File: src/logic/lifecycle_defs.vh
`ifndef LIFECYCLE_DEFS_VH
`define LIFECYCLE_DEFS_VH

// Framing bytes
`define START_HEADER 8'h01
`define DATA_FRAME_START 8'h81
`define END_BYTE 8'h03
`define UNUSED_CODE 8'hff
`define RESP_LEN 8'h0a
`define OK_SUM 8'h8d
`define RESP_BYTES 4'd15
`define ERR_BIT 8'h80

// Command codes
`define CMD_TRANSIT 8'h71
`define CMD_TRANSIT_ERR 8'hf1
`define CMD_STATE_REQ 8'h2c
`define CMD_PROT_REQ 8'h2d
`define CMD_AUTH_REQ 8'h2e
`define CMD_AUTH 8'h30
`define CMD_KEY_VERIFY 8'h29
`define CMD_UKEY_VERIFY 8'h2a
`define CMD_BOUND_REQ 8'h4f
`define CMD_PARAM_REQ 8'h52
`define CMD_INQUIRY 8'h00
`define CMD_SIGNATURE 8'h3a
`define CMD_AREA_INFO 8'h3b
`define CMD_BAUD 8'h34
`define CMD_CRC 8'h18
`define CMD_CERT_CHECK 8'h76
`define TRANSIT_LEN 16'h0003

// Lifecycle state codes
`define LC_OEM 8'h04
`define LC_LOCKED_BOOT 8'h06
`define LC_RETURN_REQ 8'h07
`define LC_RETURN_ACK 8'h08
`define LC_RETURNED 8'h09

// Status codes
`define STS_OK 8'h00
`define STS_PACKET 8'hc1
`define STS_CHECKSUM 8'hc2
`define STS_PARAM 8'hd0
`define STS_ACCEPT 8'hd5
`define STS_PROTECT 8'hda

// Register offsets
`define REG_CTRL 12'h000
`define REG_STATE 12'h004
`define REG_INT_STATUS 12'h008
`define REG_INT_MASK 12'h00c

// Field positions
`define CTRL_LOCK_EN 0
`define INT_OK 0
`define INT_ERR 1
`define INT_HALT 2
`define INT_FWD 3
`define INT_BITS 4

// Reset values
`define CTRL_RESET 1'b0
`define MASK_RESET 4'h0

`endif

File: src/logic/byte_sum.v
`timescale 1ns/1ps
// Running 8-bit sum of a byte stream
module byte_sum (
	// Clock and reset
	input wire pclk,
	input wire presetn,
	// Control and data
	input wire clear,
	input wire add,
	input wire [7:0] data,
	output reg [7:0] sum_r
);
	// Clear wins so a new frame never inherits old bytes
	always @(posedge pclk or negedge presetn) begin
		if (!presetn) begin
			sum_r <= 8'h00;
		end else if (clear) begin
			sum_r <= 8'h00;
		end else if (add) begin
			sum_r <= sum_r + data;
		end
	end
endmodule // byte_sum

File: src/logic/lifecycle_transit_command_handler.v
`timescale 1ns/1ps
`include "lifecycle_defs.vh"

// Notes on behaviour
// - Transit frame: 01,00,03,71,src,dst,sum,03
// - Source codes: 04 original, 08 acknowledged
// - Destination codes: 06 locked, 09 returned
// - Success: code 71, status 00, FF details
// - Success frame 81, length 0A, 8D, 03
// - Failure: code F1, length 0A, computed sum
// - Transit needs no authentication first
// - Locked or returned: go silent until reset
// - Check each command against current state
// - Original state admits every command
// - Return-requested admits only query-type commands
// - Locked strap at reset: software reset, never accept
// - Drop bytes until start-of-header arrives
// - Source mismatch: parameter error, no change
// - Locked transition needs enable, else protection
// - Inadmissible command reports status D5
module lifecycle_transit_command_handler #(
	parameter MAX_BODY = 16'h0400
) (
	// APB
	input wire pclk,
	input wire presetn,
	input wire psel,
	input wire penable,
	input wire pwrite,
	input wire [11:0] paddr,
	input wire [31:0] pwdata,
	output reg [31:0] prdata,
	output reg pready,
	output reg pslverr,
	// Received byte stream
	input wire rx_valid,
	input wire [7:0] rx_data,
	output reg rx_ready,
	// Response byte stream
	output reg tx_valid,
	output reg [7:0] tx_data,
	input wire tx_ready,
	// Admitted commands for other handlers
	output reg fwd_valid,
	output reg [7:0] fwd_code,
	// Lifecycle
	input wire [7:0] lifecycle_strap,
	output reg [7:0] lifecycle_state,
	output reg sw_reset_req,
	output reg halted,
	// Interrupt
	output reg irq
);
	localparam ST_INIT = 4'd0;
	localparam ST_HUNT = 4'd1;
	localparam ST_LENH = 4'd2;
	localparam ST_LENL = 4'd3;
	localparam ST_BODY = 4'd4;
	localparam ST_SUM = 4'd5;
	localparam ST_END = 4'd6;
	localparam ST_EVAL = 4'd7;
	localparam ST_SEND = 4'd8;
	localparam ST_HALT = 4'd9;

	reg [3:0] state_r;
	reg [3:0] state_nxt;
	reg [15:0] len_r;
	reg [15:0] cnt_r;
	reg [7:0] code_r;
	reg [7:0] src_r;
	reg [7:0] dst_r;
	reg sum_ok_r;
	reg end_ok_r;
	reg [7:0] resp_code_r;
	reg [7:0] resp_sts_r;
	reg [3:0] tx_idx_r;
	reg halt_after_r;
	reg lock_en_r;
	reg [`INT_BITS-1:0] int_status_r;
	reg [`INT_BITS-1:0] int_mask_r;
	reg [`INT_BITS-1:0] int_set;
	reg [7:0] tx_byte;
	reg [7:0] eval_sts;
	reg eval_fwd;
	wire [7:0] rx_sum;
	wire [7:0] tx_sum;
	wire rx_take;
	wire tx_take;
	wire body_last;
	wire [7:0] tx_sum_final;
	wire apb_access;

	assign rx_take = rx_valid && rx_ready;
	assign tx_take = tx_valid && tx_ready;
	assign body_last = (cnt_r + 16'h0001) == len_r;
	assign apb_access = psel && penable && pready;

	// Admission by state
	function admitted;
		input [7:0] lc;
		input [7:0] code;
		begin
			if (lc == `LC_RETURN_REQ) begin
				case (code)
				`CMD_STATE_REQ, `CMD_PROT_REQ, `CMD_AUTH_REQ, `CMD_AUTH,
				`CMD_KEY_VERIFY, `CMD_UKEY_VERIFY, `CMD_BOUND_REQ,
				`CMD_PARAM_REQ, `CMD_INQUIRY, `CMD_SIGNATURE, `CMD_AREA_INFO,
				`CMD_BAUD, `CMD_CRC, `CMD_CERT_CHECK: admitted = 1'b1;
				default: admitted = 1'b0;
				endcase
			end else begin
				admitted = 1'b1;
			end
		end
	endfunction

	// Checksum over length bytes through payload and the sum byte
	byte_sum u_rx_sum (
		.pclk(pclk),
		.presetn(presetn),
		.clear(state_r == ST_HUNT),
		.add(rx_take && (state_r != ST_HUNT) && (state_r != ST_END)),
		.data(rx_data),
		.sum_r(rx_sum)
	);

	// Outgoing sum over length through last payload byte
	byte_sum u_tx_sum (
		.pclk(pclk),
		.presetn(presetn),
		.clear(state_r == ST_EVAL),
		.add(tx_take && (tx_idx_r != 4'd0) && (tx_idx_r < 4'd13)),
		.data(tx_data),
		.sum_r(tx_sum)
	);
	assign tx_sum_final = 8'h00 - tx_sum;

	// Response bytes by position
	always @* begin
		case (tx_idx_r)
		4'd0: tx_byte = `DATA_FRAME_START;
		4'd1: tx_byte = 8'h00;
		4'd2: tx_byte = `RESP_LEN;
		4'd3: tx_byte = resp_code_r;
		4'd4: tx_byte = resp_sts_r;
		4'd13: tx_byte = tx_sum_final;
		4'd14: tx_byte = `END_BYTE;
		default: tx_byte = `UNUSED_CODE;
		endcase
	end

	// Checks in descending priority
	always @* begin
		eval_fwd = 1'b0;
		if (!end_ok_r) begin
			eval_sts = `STS_PACKET;
		end else if (!sum_ok_r) begin
			eval_sts = `STS_CHECKSUM;
		end else if (len_r == 16'h0000 || len_r > MAX_BODY) begin
			eval_sts = `STS_PACKET;
		end else if (code_r == `CMD_TRANSIT && len_r != `TRANSIT_LEN) begin
			eval_sts = `STS_PACKET;
		end else if (!admitted(lifecycle_state, code_r)) begin
			eval_sts = `STS_ACCEPT;
		end else if (code_r != `CMD_TRANSIT) begin
			eval_sts = `STS_OK;
			eval_fwd = 1'b1;
		end else if (src_r != lifecycle_state) begin
			eval_sts = `STS_PARAM;
		end else if (!((src_r == `LC_OEM && dst_r == `LC_LOCKED_BOOT) ||
				(src_r == `LC_RETURN_ACK && dst_r == `LC_RETURNED))) begin
			eval_sts = `STS_PARAM;
		end else if (dst_r == `LC_LOCKED_BOOT && !lock_en_r) begin
			eval_sts = `STS_PROTECT;
		end else begin
			eval_sts = `STS_OK;
		end
	end

	// Next state
	always @* begin
		state_nxt = state_r;
		case (state_r)
		ST_INIT: begin
			if (lifecycle_strap == `LC_LOCKED_BOOT) begin
				state_nxt = ST_HALT;
			end else begin
				state_nxt = ST_HUNT;
			end
		end
		ST_HUNT: begin
			if (rx_take && rx_data == `START_HEADER) begin
				state_nxt = ST_LENH;
			end
		end
		ST_LENH: begin
			if (rx_take) begin
				state_nxt = ST_LENL;
			end
		end
		ST_LENL: begin
			if (rx_take) begin
				state_nxt = ({len_r[15:8], rx_data} == 16'h0000) ? ST_SUM : ST_BODY;
			end
		end
		ST_BODY: begin
			if (rx_take && body_last) begin
				state_nxt = ST_SUM;
			end
		end
		ST_SUM: begin
			if (rx_take) begin
				state_nxt = ST_END;
			end
		end
		ST_END: begin
			if (rx_take) begin
				state_nxt = ST_EVAL;
			end
		end
		ST_EVAL: state_nxt = eval_fwd ? ST_HUNT : ST_SEND;
		ST_SEND: begin
			if (tx_take && tx_idx_r == `RESP_BYTES - 4'd1) begin
				state_nxt = halt_after_r ? ST_HALT : ST_HUNT;
			end
		end
		ST_HALT: state_nxt = ST_HALT;
		default: state_nxt = ST_HUNT;
		endcase
	end

	// Frame assembly and response control
	always @(posedge pclk or negedge presetn) begin
		if (!presetn) begin
			state_r <= ST_INIT;
			len_r <= 16'h0000;
			cnt_r <= 16'h0000;
			code_r <= 8'h00;
			src_r <= 8'h00;
			dst_r <= 8'h00;
			sum_ok_r <= 1'b0;
			end_ok_r <= 1'b0;
			resp_code_r <= 8'h00;
			resp_sts_r <= 8'h00;
			tx_idx_r <= 4'd0;
			halt_after_r <= 1'b0;
			lifecycle_state <= 8'h00;
			sw_reset_req <= 1'b0;
			halted <= 1'b0;
			rx_ready <= 1'b0;
			tx_valid <= 1'b0;
			tx_data <= 8'h00;
			fwd_valid <= 1'b0;
			fwd_code <= 8'h00;
		end else begin
			state_r <= state_nxt;
			fwd_valid <= 1'b0;
			// Ready only in receiving states; held low while answering
			rx_ready <= (state_nxt >= ST_HUNT) && (state_nxt <= ST_END);
			halted <= (state_nxt == ST_HALT);
			if (state_r == ST_INIT) begin
				lifecycle_state <= lifecycle_strap; // Caught after release
				if (lifecycle_strap == `LC_LOCKED_BOOT) begin
					sw_reset_req <= 1'b1;
				end
			end
			if (state_r == ST_HUNT) begin
				cnt_r <= 16'h0000;
			end
			if (rx_take) begin
				case (state_r)
				ST_LENH: len_r[15:8] <= rx_data;
				ST_LENL: len_r[7:0] <= rx_data;
				ST_BODY: begin
					cnt_r <= cnt_r + 16'h0001;
					if (cnt_r == 16'h0000) begin
						code_r <= rx_data;
					end
					if (cnt_r == 16'h0001) begin
						src_r <= rx_data;
					end
					if (cnt_r == 16'h0002) begin
						dst_r <= rx_data;
					end
				end
				ST_SUM: sum_ok_r <= (rx_sum + rx_data) == 8'h00;
				ST_END: end_ok_r <= (rx_data == `END_BYTE);
				default: cnt_r <= cnt_r;
				endcase
			end
			if (state_r == ST_EVAL) begin
				tx_idx_r <= 4'd0;
				resp_sts_r <= eval_sts;
				if (eval_fwd) begin
					fwd_valid <= 1'b1;
					fwd_code <= code_r;
				end
				if (eval_sts == `STS_OK) begin
					resp_code_r <= code_r;
				end else begin
					resp_code_r <= code_r | `ERR_BIT;
				end
				// Only a successful transit changes the state
				if (!eval_fwd && eval_sts == `STS_OK) begin
					lifecycle_state <= dst_r;
					halt_after_r <= (dst_r == `LC_LOCKED_BOOT) ||
						(dst_r == `LC_RETURNED);
				end else begin
					halt_after_r <= 1'b0;
				end
			end
			// Byte pump toward the transport
			if (state_r == ST_SEND) begin
				if (!tx_valid) begin
					tx_valid <= 1'b1;
					tx_data <= tx_byte;
				end else if (tx_ready) begin
					tx_valid <= 1'b0;
					tx_idx_r <= tx_idx_r + 4'd1;
				end
			end else begin
				tx_valid <= 1'b0;
			end
		end
	end

	// Interrupt events
	always @* begin
		int_set = {`INT_BITS{1'b0}};
		int_set[`INT_OK] = (state_r == ST_EVAL) && !eval_fwd && (eval_sts == `STS_OK);
		int_set[`INT_ERR] = (state_r == ST_EVAL) && (eval_sts != `STS_OK);
		int_set[`INT_HALT] = (state_r != ST_HALT) && (state_nxt == ST_HALT);
		int_set[`INT_FWD] = (state_r == ST_EVAL) && eval_fwd;
	end

	// APB slave, no wait states; unmapped reads zero with an error
	always @(posedge pclk or negedge presetn) begin
		if (!presetn) begin
			pready <= 1'b0;
			pslverr <= 1'b0;
			prdata <= 32'h00000000;
			lock_en_r <= `CTRL_RESET;
			int_status_r <= {`INT_BITS{1'b0}};
			int_mask_r <= `MASK_RESET;
			irq <= 1'b0;
		end else begin
			pready <= psel && !penable && !pready;
			if (psel && !penable && !pready) begin
				pslverr <= 1'b0;
				prdata <= 32'h00000000;
				case (paddr)
				`REG_CTRL: prdata[`CTRL_LOCK_EN] <= lock_en_r;
				`REG_STATE: prdata <= {22'h0, sw_reset_req, halted, lifecycle_state};
				`REG_INT_STATUS: prdata[`INT_BITS-1:0] <= int_status_r;
				`REG_INT_MASK: prdata[`INT_BITS-1:0] <= int_mask_r;
				default: pslverr <= 1'b1;
				endcase
			end
			if (apb_access && pwrite && paddr == `REG_CTRL) begin
				lock_en_r <= pwdata[`CTRL_LOCK_EN];
			end
			if (apb_access && pwrite && paddr == `REG_INT_MASK) begin
				int_mask_r <= pwdata[`INT_BITS-1:0];
			end
			// Set beats a same-cycle write-one clear
			if (apb_access && pwrite && paddr == `REG_INT_STATUS) begin
				int_status_r <= (int_status_r & ~pwdata[`INT_BITS-1:0]) | int_set;
			end else begin
				int_status_r <= int_status_r | int_set;
			end
			irq <= |(int_status_r & int_mask_r);
		end
	end
endmodule // lifecycle_transit_command_handler

File: config.mk
export PLATFORM = sky130hd
export DESIGN_NAME = lifecycle_transit_command_handler
export DESIGN_NICKNAME = d
export VERILOG_FILES = /design/src/logic/byte_sum.v /design/src/logic/lifecycle_transit_command_handler.v
export VERILOG_INCLUDE_DIRS = /design/src /design/src/logic
export SDC_FILE = /design/constraint.sdc
export NUM_CORES = 1
export LEC_CHECK = 0
export ABC_AREA = 1
export BUFFER_PORTS_ARGS = -buffer_cell sky130_fd_sc_hd__buf_2
export CORE_UTILIZATION = 38
export CTS_BUF_LIST = sky130_fd_sc_hd__clkbuf_2
export DETAILED_ROUTE_END_ITERATION = 8
export SLEW_MARGIN = 25
export SYNTH_ARGS = -nofsm -noshare
export SYNTH_HDL_FRONTEND = slang
export SYNTH_SLANG_ARGS = --single-unit
File: constraint.sdc
create_clock -name pclk -period 2.6 [get_ports pclk]
set_input_delay 0.13 -clock pclk [delete_from_list [all_inputs] [get_ports pclk]]
set_output_delay 0.13 -clock pclk [all_outputs]
set_load 0.005 [all_outputs]
After elaboration in Yosys (flattened, before gate mapping) --
Cells that the tools add are included.
Operators by class: $add $sub $neg 5, muxes and demuxes 60, bitwise logic cells 6, $lt $le $gt $ge 4, reduce and logical (&&, ||, !) cells 62, equality and inequality tests 51
Operators with widths (number):
- $mux 8 | 17
- $eq 8x6->1 const B | 9
- $mux 4 | 15
- $pmux 8 s7 | 1
- $logic_not 16->1 | 3
- $pmux 4 s10 | 1
- $eq 8x3->1 const B | 4
- $eq 8x7->1 const B | 4
- $mux 16 | 2
- $pmux 16 s2 | 1
- $logic_and 1x1->1 | 28
- $eq 12x4->1 const B | 2
- $logic_not 8->1 | 3
- $eq 4x3->1 const B | 5
- $eq 4x4->1 const B | 5
- $mux 1 | 20
- $add 16x1->16 const B | 1
- $add 8x8->8 | 2
- $eq 16x1->1 const B | 1
- $eq 16x16->1 | 1
- $eq 16x2->1 const B | 1
- $eq 4x2->1 const B | 4
- $eq 8x4->1 const B | 2
- $gt 16x11->1 const B | 1
- other kinds (35) | 55
Word-level totals: logic and storage cells 218, input port bits 67, output and inout bits 64, bits in registers 172

Depth between registers and ports, before layout --
Gate-level depths: netlist (run 1).
word-level depth 19, mapped depth 16

Hierarchy --
A second synthesis (run 1) with hierarchy kept.
Second synthesis, totals: cells, all modules 1193, area total of the unflattened synthesis 8997.4 µm²
By module, submodules not included:
- lifecycle_transit_command_handler | cells each 1033, instances 1, area an instance 7753.7 µm²
- byte_sum | cells each 80, instances 2, area an instance 621.8 µm²

Worst setup path before layout (run 1) --
OpenSTA, ideal clock, no wires.
path type reg-to-reg, start point register u_rx_sum.sum_r[0], end point register sum_ok_r, data arrival time 1.692 ns, slack 0.842 ns, cell stages (with the launch flop) 11, library setup time 0.066 ns, required time 2.534 ns, cells stage by stage dfrtp_1 -> ha_1 -> fa_1 -> nand3_1 -> nand2_1 -> nand2_1 -> nand2_1 -> a21oi_1 -> xor2_1 -> nand4_1 -> nand2_1
Between the ends: cells in the longest elaborated chain, start to end 2
RTL lines:
- start, declared | RTL line byte_sum.v:11 | output reg [7:0] sum_r
- start signal, assigned | RTL line byte_sum.v:20 | sum_r <= sum_r + data;
- $add 8x8->8 | RTL line lifecycle_transit_command_handler.v:286 | ST_SUM: sum_ok_r <= (rx_sum + rx_data) == 8'h00;
- $logic_not 8->1 | RTL line lifecycle_transit_command_handler.v:286
- end signal, assigned | RTL line lifecycle_transit_command_handler.v:241 | sum_ok_r <= 1'b0;
- end signal, assigned | RTL line lifecycle_transit_command_handler.v:286
- end, declared | RTL line lifecycle_transit_command_handler.v:72 | reg sum_ok_r;
Every way passes these cells. A chain may end at the register's enable or synchronous reset.

Worst setup path in the final report (run 1) --
start point input port paddr[4], end point register int_mask_r[0]
Between the ends: cells in the longest elaborated chain, start to end 2
RTL lines:
- start, declared | RTL line lifecycle_transit_command_handler.v:30 | input wire [11:0] paddr,
- $eq 12x4->1
- $logic_and 1x1->1 (no source line)
- end signal, assigned | RTL line lifecycle_transit_command_handler.v:344 | int_mask_r <= `MASK_RESET;
- end signal, assigned | RTL line lifecycle_transit_command_handler.v:363 | int_mask_r <= pwdata[`INT_BITS-1:0];
- end, declared | RTL line lifecycle_transit_command_handler.v:80 | reg [`INT_BITS-1:0] int_mask_r;
Every way passes these cells.

==> impl_metrics.py, run 1 <==
metrics = {
    "global_route": {
        "grt_pass1_vias": 7197,
        "grt_usage_pct": 20.0,
        "grt_pass1_wl_um": 35600,
        "grt_max_degree": 63,
        "antenna_found_initial": 1,
        "grt.overflow.total": 0,
    },
    "setup_path": {
        "cp_data_arrival_time_ps": 2920,
        "cp-end-kind": "flop",
        "reg2regPathDepth": 14,
        "crit_path_start_kind": "input pin",
        "criticalPathCategory": "in -> reg",
        "crit_required_ps": 3230,
        "r2r_start": "cnt_r[0]",
        "r2r_end": "int_status_r[2]",
        "worstPathMaxFanout": 7,
        "cp-endpoint": "int_mask_r[0]",
        "crit_path_start": "paddr[4]",
        "ff2ff_setup_slack_ps": 330,
    },
    "worst_hold_path": {
        "hold_depth": 7,
        "hp-class": "in -> reg",
    },
    "sta": {
        "finalMaxSlewViolations": 0,
        "clock-skew-final_ps": 53.2,
        "fin_hold_ws_ps": -3.24,
        "fin_crit_ps": 2290,
        "worstMarginPinSlew_ps": 654,
        "relSlewSlack_pct": 56.3,
        "hold_violations": 1,
        "rsz0062_at_grt": "no",
        "timing.final.ws_setup_ps": 308,
        "final-setup-viol-count": 0,
        "max_freq_ghz": 0.436,
        "timing.setup.tns_ps": 0,
        "min_period_over_period_pct": 88.1,
    },
    "cts": {
        "cts_setup_buffers": 0,
        "cts.sinks": 148,
        "clk_latency_ps": 740,
        "cts_tree": "done",
        "htreeDepth": 4,
        "clockBufferDepth": 2,
        "clk_pin_slew_worst_paths_ps": 260,
        "cts_buffers": 17,
        "cts_root_buf": "clkbuf_2",
    },
    "floorplanning": {
        "die_x_um": 152,
        "die_area_mm2": 0.0230,
        "ioPinCount": 131,
        "initial_utilization_pct": 38.8,
        "die_height_um": 152,
        "rows": 54,
        "core_mm2": 0.0219,
    },
    "logic_synthesis": {
        "mappedNetlistArea_mm2": 0.00850,
        "synth.yosys.seq_area_share_pct": 43.6,
        "synthCells": 1104,
        "synthArstFlopShare_pct": 100,
        "synth_edf_count": 0,
        "ys_warn_count": 0,
        "synth_top_flop_cell": "dfrtp_1",
        "postSynthAreaPerCell_um2": 7.70,
        "synth-seq-cells": 148,
        "yosysUniqueCellTypes": 50,
    },
    "placement": {
        "pre_cts_slack_ps": 368,
        "gp_congestion": 0.859,
        "portBuffers": 80,
        "hpwl_um": 15800,
    },
    "finish": {
        "drive_above_1_share_pct": 12.3,
        "final_util_pct": 45.2,
        "layout_commonest_cell": "nand2_1",
        "layout.nets": 1335,
        "largestRegisters": "cnt_r x16, len_r x16, prdata x10",
        "layout_common_cells": "273 x nand2_1, 148 x dfrtp_1, 146 x inv_1",
        "area_delta_synth_final_pct": 16.5,
        "n_fill_cell": 2272,
    },
    "routing": {
        "drtIter0Drc": 451,
        "wl_per_cell_um": 14.2,
        "drc_errors": 0,
        "avgViaCountPerCell": 4.96,
        "drtAntennaViolNets": 0,
        "vias": 7617,
        "wirelength_um": 21900,
        "first_pass_iters": 8,
    },
    "run": {
        "drv_cap": 0,
    },
    "power": {
        "total_power_mw": 6.94,
        "peakVddDrop_v": 0.000265,
        "p_leak_nw": 4.98,
        "power_density_mw_per_mm2": 701,
    },
    "run_status": {
        "violations": "hold timing",
        "outcome": "finished with violations",
    },
}
[per-layer routing]
metal  routed length (um)  track usage (%)  vias to the layer above
li1                     -                -                     3880
met1                10600             27.2                     3526
met2                 9940             32.4                      187
met3                  899             3.50                       24
met4                  384             5.74                        0
met5                    0                0                        -
[cells by family (layout without fill, tap and decap cells)]
family / Yosys count / count (layout) / synth area share, %
flip-flops: 148 / 148 / 43.6
other: 1 / 23 / 0.0441
multiplexers: 1 / 1 / 0.132
adder cells (fa/ha/maj): 25 / 25 / 3.86
AO/OA/AOI/OAI: 192 / 192 / 12.7
buffers and inverters: 191 / 322 / 9.84
AND/OR/NAND/NOR: 528 / 528 / 27.8
XOR/XNOR: 18 / 18 / 2.02
[critical path: stages]
cell and delay [ps]:
dlygate4sd3_1 540, buf_2 130, nor2_1 80, dlygate4sd3_1 550, nand2_1 100, nor3_1 390
nand3_2 240, dlygate4sd3_1 650, nand2_1 60, o21ai_0 70
[power by group]
group / internal, mW / total, mW / switching, mW
Combinational: 0.928 / 2.37 / 1.44
Clock: 0.297 / 1.29 / 0.991
Sequential: 2.78 / 3.28 / 0.505
Total: 4.00 / 6.94 / 2.94
[cell usage after synthesis (all sizes together), types with 10 or more instances]
library cell | instances | area share, %
dfrtp | 148 | 44
inv | 148 | 6.6
xor2 | 12 | 1.2
nand3 | 90 | 5.4
o21ai | 116 | 7.1
clkbuf | 10 | 0.44
nor2 | 100 | 5.1
buf | 32 | 2.8
a21oi | 28 | 1.6
o22ai | 23 | 1.7
nor3 | 13 | 0.77
ha | 23 | 3.4
nand4 | 33 | 2.4
nand2 | 275 | 12
[worst min path at each step]
stage              from           endpoint  slack, ps
2_1_floorplan   presetn           cnt_r[0]       -170
3_3_place_gp    presetn  u_tx_sum.sum_r[4]        110
3_5_place_dp    presetn  u_tx_sum.sum_r[4]        120
4_1_cts        paddr[6]          prdata[1]          9
5_1_grt        paddr[1]          prdata[2]         10
6_report       paddr[1]          prdata[2]         -3
[repair_timing]
action / CTS / global route
resized for setup: 0 / 1
hold buffers: 49 / 0
endpoints found under the setup margin: 0 / 4
hold endpoints to repair: 236 / 0
[metrics by stage]
step	instance area, um2	instances
final	9900	1537
after global routing	9900	1537
after CTS	9900	1537
after detailed placement	9170	1456
after global placement	9170	1456
after floorplan	8580	1125
[area by class of cell]
class	count	area (um2)	area share (%)
multi-input combinational	786	4040	40.8
sequential	148	3700	37.4
timing repair buffer	141	1010	10.3
inverter	149	562	5.68
tap	280	350	3.54
clock inverter	15	138	1.39
clock buffer	17	85.1	0.860
antenna	1	2.50	0.0253
No activity file was read; power rests on OpenSTA's default activity.
==> run 2: changes to the inputs <==
--- a/config.mk
+++ b/config.mk
@@ -8,10 +8,12 @@
 export LEC_CHECK = 0
 export ABC_AREA = 1
 export BUFFER_PORTS_ARGS = -buffer_cell sky130_fd_sc_hd__buf_2
+export CAP_MARGIN = 15
 export CORE_UTILIZATION = 38
 export CTS_BUF_LIST = sky130_fd_sc_hd__clkbuf_2
 export DETAILED_ROUTE_END_ITERATION = 8
-export SLEW_MARGIN = 25
+export PLACE_DENSITY_LB_ADDON = 0.05
+export SLEW_MARGIN = 20
 export SYNTH_ARGS = -nofsm -noshare
 export SYNTH_HDL_FRONTEND = slang
 export SYNTH_SLANG_ARGS = --single-unit
==> run 2 against run 1 <==
Effect of this change:
- the run now ends clean
- combinational power is essentially flat
- register-to-register slack worse by 130 ps
- final area is 1.2% higher
- via count fell by 0.95%
- die area unchanged
- core utilization rose by 0.53 points
- routed wire length grew 3.4%
- critical path type unchanged
==> impl_metrics.py, run 2 (synthesis gave the netlist of run 1 again) <==
metrics = {
    "run_status": {
        "outcome": "complete, no violations",
    },
    "global_route": {
        "grt_pass1_vias": 7127,
        "grt_usage_pct": 20.5,
        "grt_max_degree": 61,
        "grt_pass1_wl_um": 36400,
        "grt.overflow.total": 0,
        "antenna_found_initial": 1,
    },
    "setup_path": {
        "crit_path_start": "paddr[6]",
        "criticalPathCategory": "in -> reg",
        "cp-endpoint": "prdata[2]",
        "crit_path_start_kind": "input pin",
        "r2r_start": "pready",
        "ff2ff_setup_slack_ps": 200,
        "cp_data_arrival_time_ps": 3220,
        "crit_required_ps": 3330,
        "reg2regPathDepth": 6,
        "worstPathMaxFanout": 4,
        "cp-end-kind": "flop",
        "r2r_end": "int_mask_r[0]",
    },
    "floorplanning": {
        "die_x_um": 152,
        "initial_utilization_pct": 38.8,
        "die_height_um": 152,
        "core_mm2": 0.0219,
        "die_area_mm2": 0.0230,
        "ioPinCount": 131,
        "rows": 54,
    },
    "sta": {
        "rsz0062_at_grt": "no",
        "worstMarginPinSlew_ps": 709,
        "fin_hold_ws_ps": 95.2,
        "timing.final.ws_setup_ps": 103,
        "final-setup-viol-count": 0,
        "hold_violations": 0,
        "max_freq_ghz": 0.400,
        "clock-skew-final_ps": 66.1,
        "min_period_over_period_pct": 96.0,
        "finalMaxSlewViolations": 0,
        "relSlewSlack_pct": 52.6,
        "timing.setup.tns_ps": 0,
        "fin_crit_ps": 2500,
    },
    "placement": {
        "pre_cts_slack_ps": 497,
        "portBuffers": 80,
        "gp_congestion": 0.819,
        "hpwl_um": 16500,
        "post_dp_cell_area_mm2": 0.00919,
    },
    "routing": {
        "vias": 7545,
        "drtAntennaViolNets": 0,
        "drtIter0Drc": 341,
        "wl_per_cell_um": 14.6,
        "drc_errors": 0,
        "first_pass_iters": 5,
        "wirelength_um": 22600,
        "avgViaCountPerCell": 4.88,
    },
    "finish": {
        "seqCellArea_mm2": 0.00370,
        "layout_commonest_cell": "nand2_1",
        "final_util_pct": 45.7,
        "layout_common_cells": "273 x nand2_1, 148 x dfrtp_1, 146 x inv_1",
        "largestRegisters": "cnt_r x16, len_r x16, prdata x10",
        "drive_above_1_share_pct": 12.4,
        "multi_input_area_mm2": 0.00404,
        "n_fill_cell": 2275,
        "final_area_mm2": 0.0100,
        "area_delta_synth_final_pct": 17.8,
        "layout.nets": 1343,
    },
    "cts": {
        "cts.sinks": 148,
        "clockBufferDepth": 2,
        "htreeDepth": 4,
        "cts_tree": "done",
        "cts_root_buf": "clkbuf_2",
        "clk_pin_slew_worst_paths_ps": 320,
        "clk_latency_ps": 760,
        "cts_buffers": 17,
    },
    "run": {
        "drv_cap": 0,
    },
    "power": {
        "power_frac_seq_pct": 46.4,
        "p_switching_mw": 3.03,
        "peakVddDrop_v": 0.000305,
        "power_frac_comb_pct": 33.7,
        "p_leak_nw": 5.05,
        "switching_share_pct": 42.8,
        "intPower_mw": 4.04,
        "clkPwrFrac_pct": 19.9,
        "power_density_mw_per_mm2": 706,
    },
    "worst_hold_path": {
        "hp-class": "in -> reg",
    },
}
run 2: cell count changes in the layout (fill, tap and decap cells not counted), sizes merged:
| cell | delta |
|---|---|
| clkinvlp | -2 |
| dlygate4sd3 | +6 |
| buf | +2 |
| clkinv | +2 |
run 2: cell type report:
class | count | share of cell area, %
inverters | 149 | 5.61
multi-input cells | 786 | 40.4
diodes | 1 | 0.0250
well taps | 280 | 3.50
flip-flops and latches | 148 | 37.0
clock inverters | 15 | 1.77
clock buffers | 17 | 0.850
repair buffers | 149 | 10.9
run 2: what timing repair did:
action / 4_1_cts / 5_1_grt
buffers inserted: 0 / 0
endpoints found under the setup margin: 0 / 3
hold endpoints to repair: 236 / 0
hold buffers: 54 / 0
gates resized for setup: 0 / 1
run 2: per-layer routing:
metal	GRT usage, %	wire length [um]	up-vias
met5	0	0	-
met4	5.45	441	0
met3	3.29	591	20
met2	34.5	10700	119
met1	27.3	10900	3502
li1	-	-	3904
run 2: worst max-delay path, stage by stage:
cell and delay [ps]:
dlygate4sd3_1 530, buf_2 120, nor2_1 70, dlygate4sd3_1 560
nand2_1 120, nor2_1 230, dlygate4sd3_1 590, nand3_1 70
nand2_1 70, dlygate4sd3_1 550, a21oi_1 40, o21ai_0 130
run 2: power groups by stage:
| stage | Sequential [mW] | Clock [mW] | Combinational [mW] |
|---|---|---|---|
| 2_1_floorplan | 3.16 | 0 | 1.69 |
| 3_3_place_gp | 3.33 | 0 | 2.33 |
| 3_5_place_dp | 3.33 | 0 | 2.35 |
| 4_1_cts | 3.28 | 1.46 | 2.41 |
| 5_1_grt | 3.36 | 1.54 | 2.76 |
| 6_report | 3.28 | 1.40 | 2.38 |
run 2: metrics by stage:
| step | total power [mW] | std cells |
|---|---|---|
| finish | 7.07 | 1545 |
| global placement | 5.66 | 1458 |
| global route | 7.66 | 1545 |
| CTS | 7.16 | 1544 |
| floorplan | 4.86 | 1125 |
| detailed placement | 5.68 | 1458 |
run 2: how the worst min path moves through the flow:
| stage | start | end | slack [ps] | depth (start not counted) |
|---|---|---|---|---|
| 2_1_floorplan | presetn | cnt_r[0] | -170 | 0 |
| 3_3_place_gp | presetn | prdata[5] | 120 | 1 |
| 3_5_place_dp | presetn | prdata[5] | 110 | 1 |
| 4_1_cts | lifecycle_strap[7] | lifecycle_state[7] | 10 | 4 |
| 5_1_grt | lifecycle_strap[7] | lifecycle_state[7] | 60 | 4 |
| 6_report | lifecycle_strap[7] | lifecycle_state[7] | 100 | 4 |
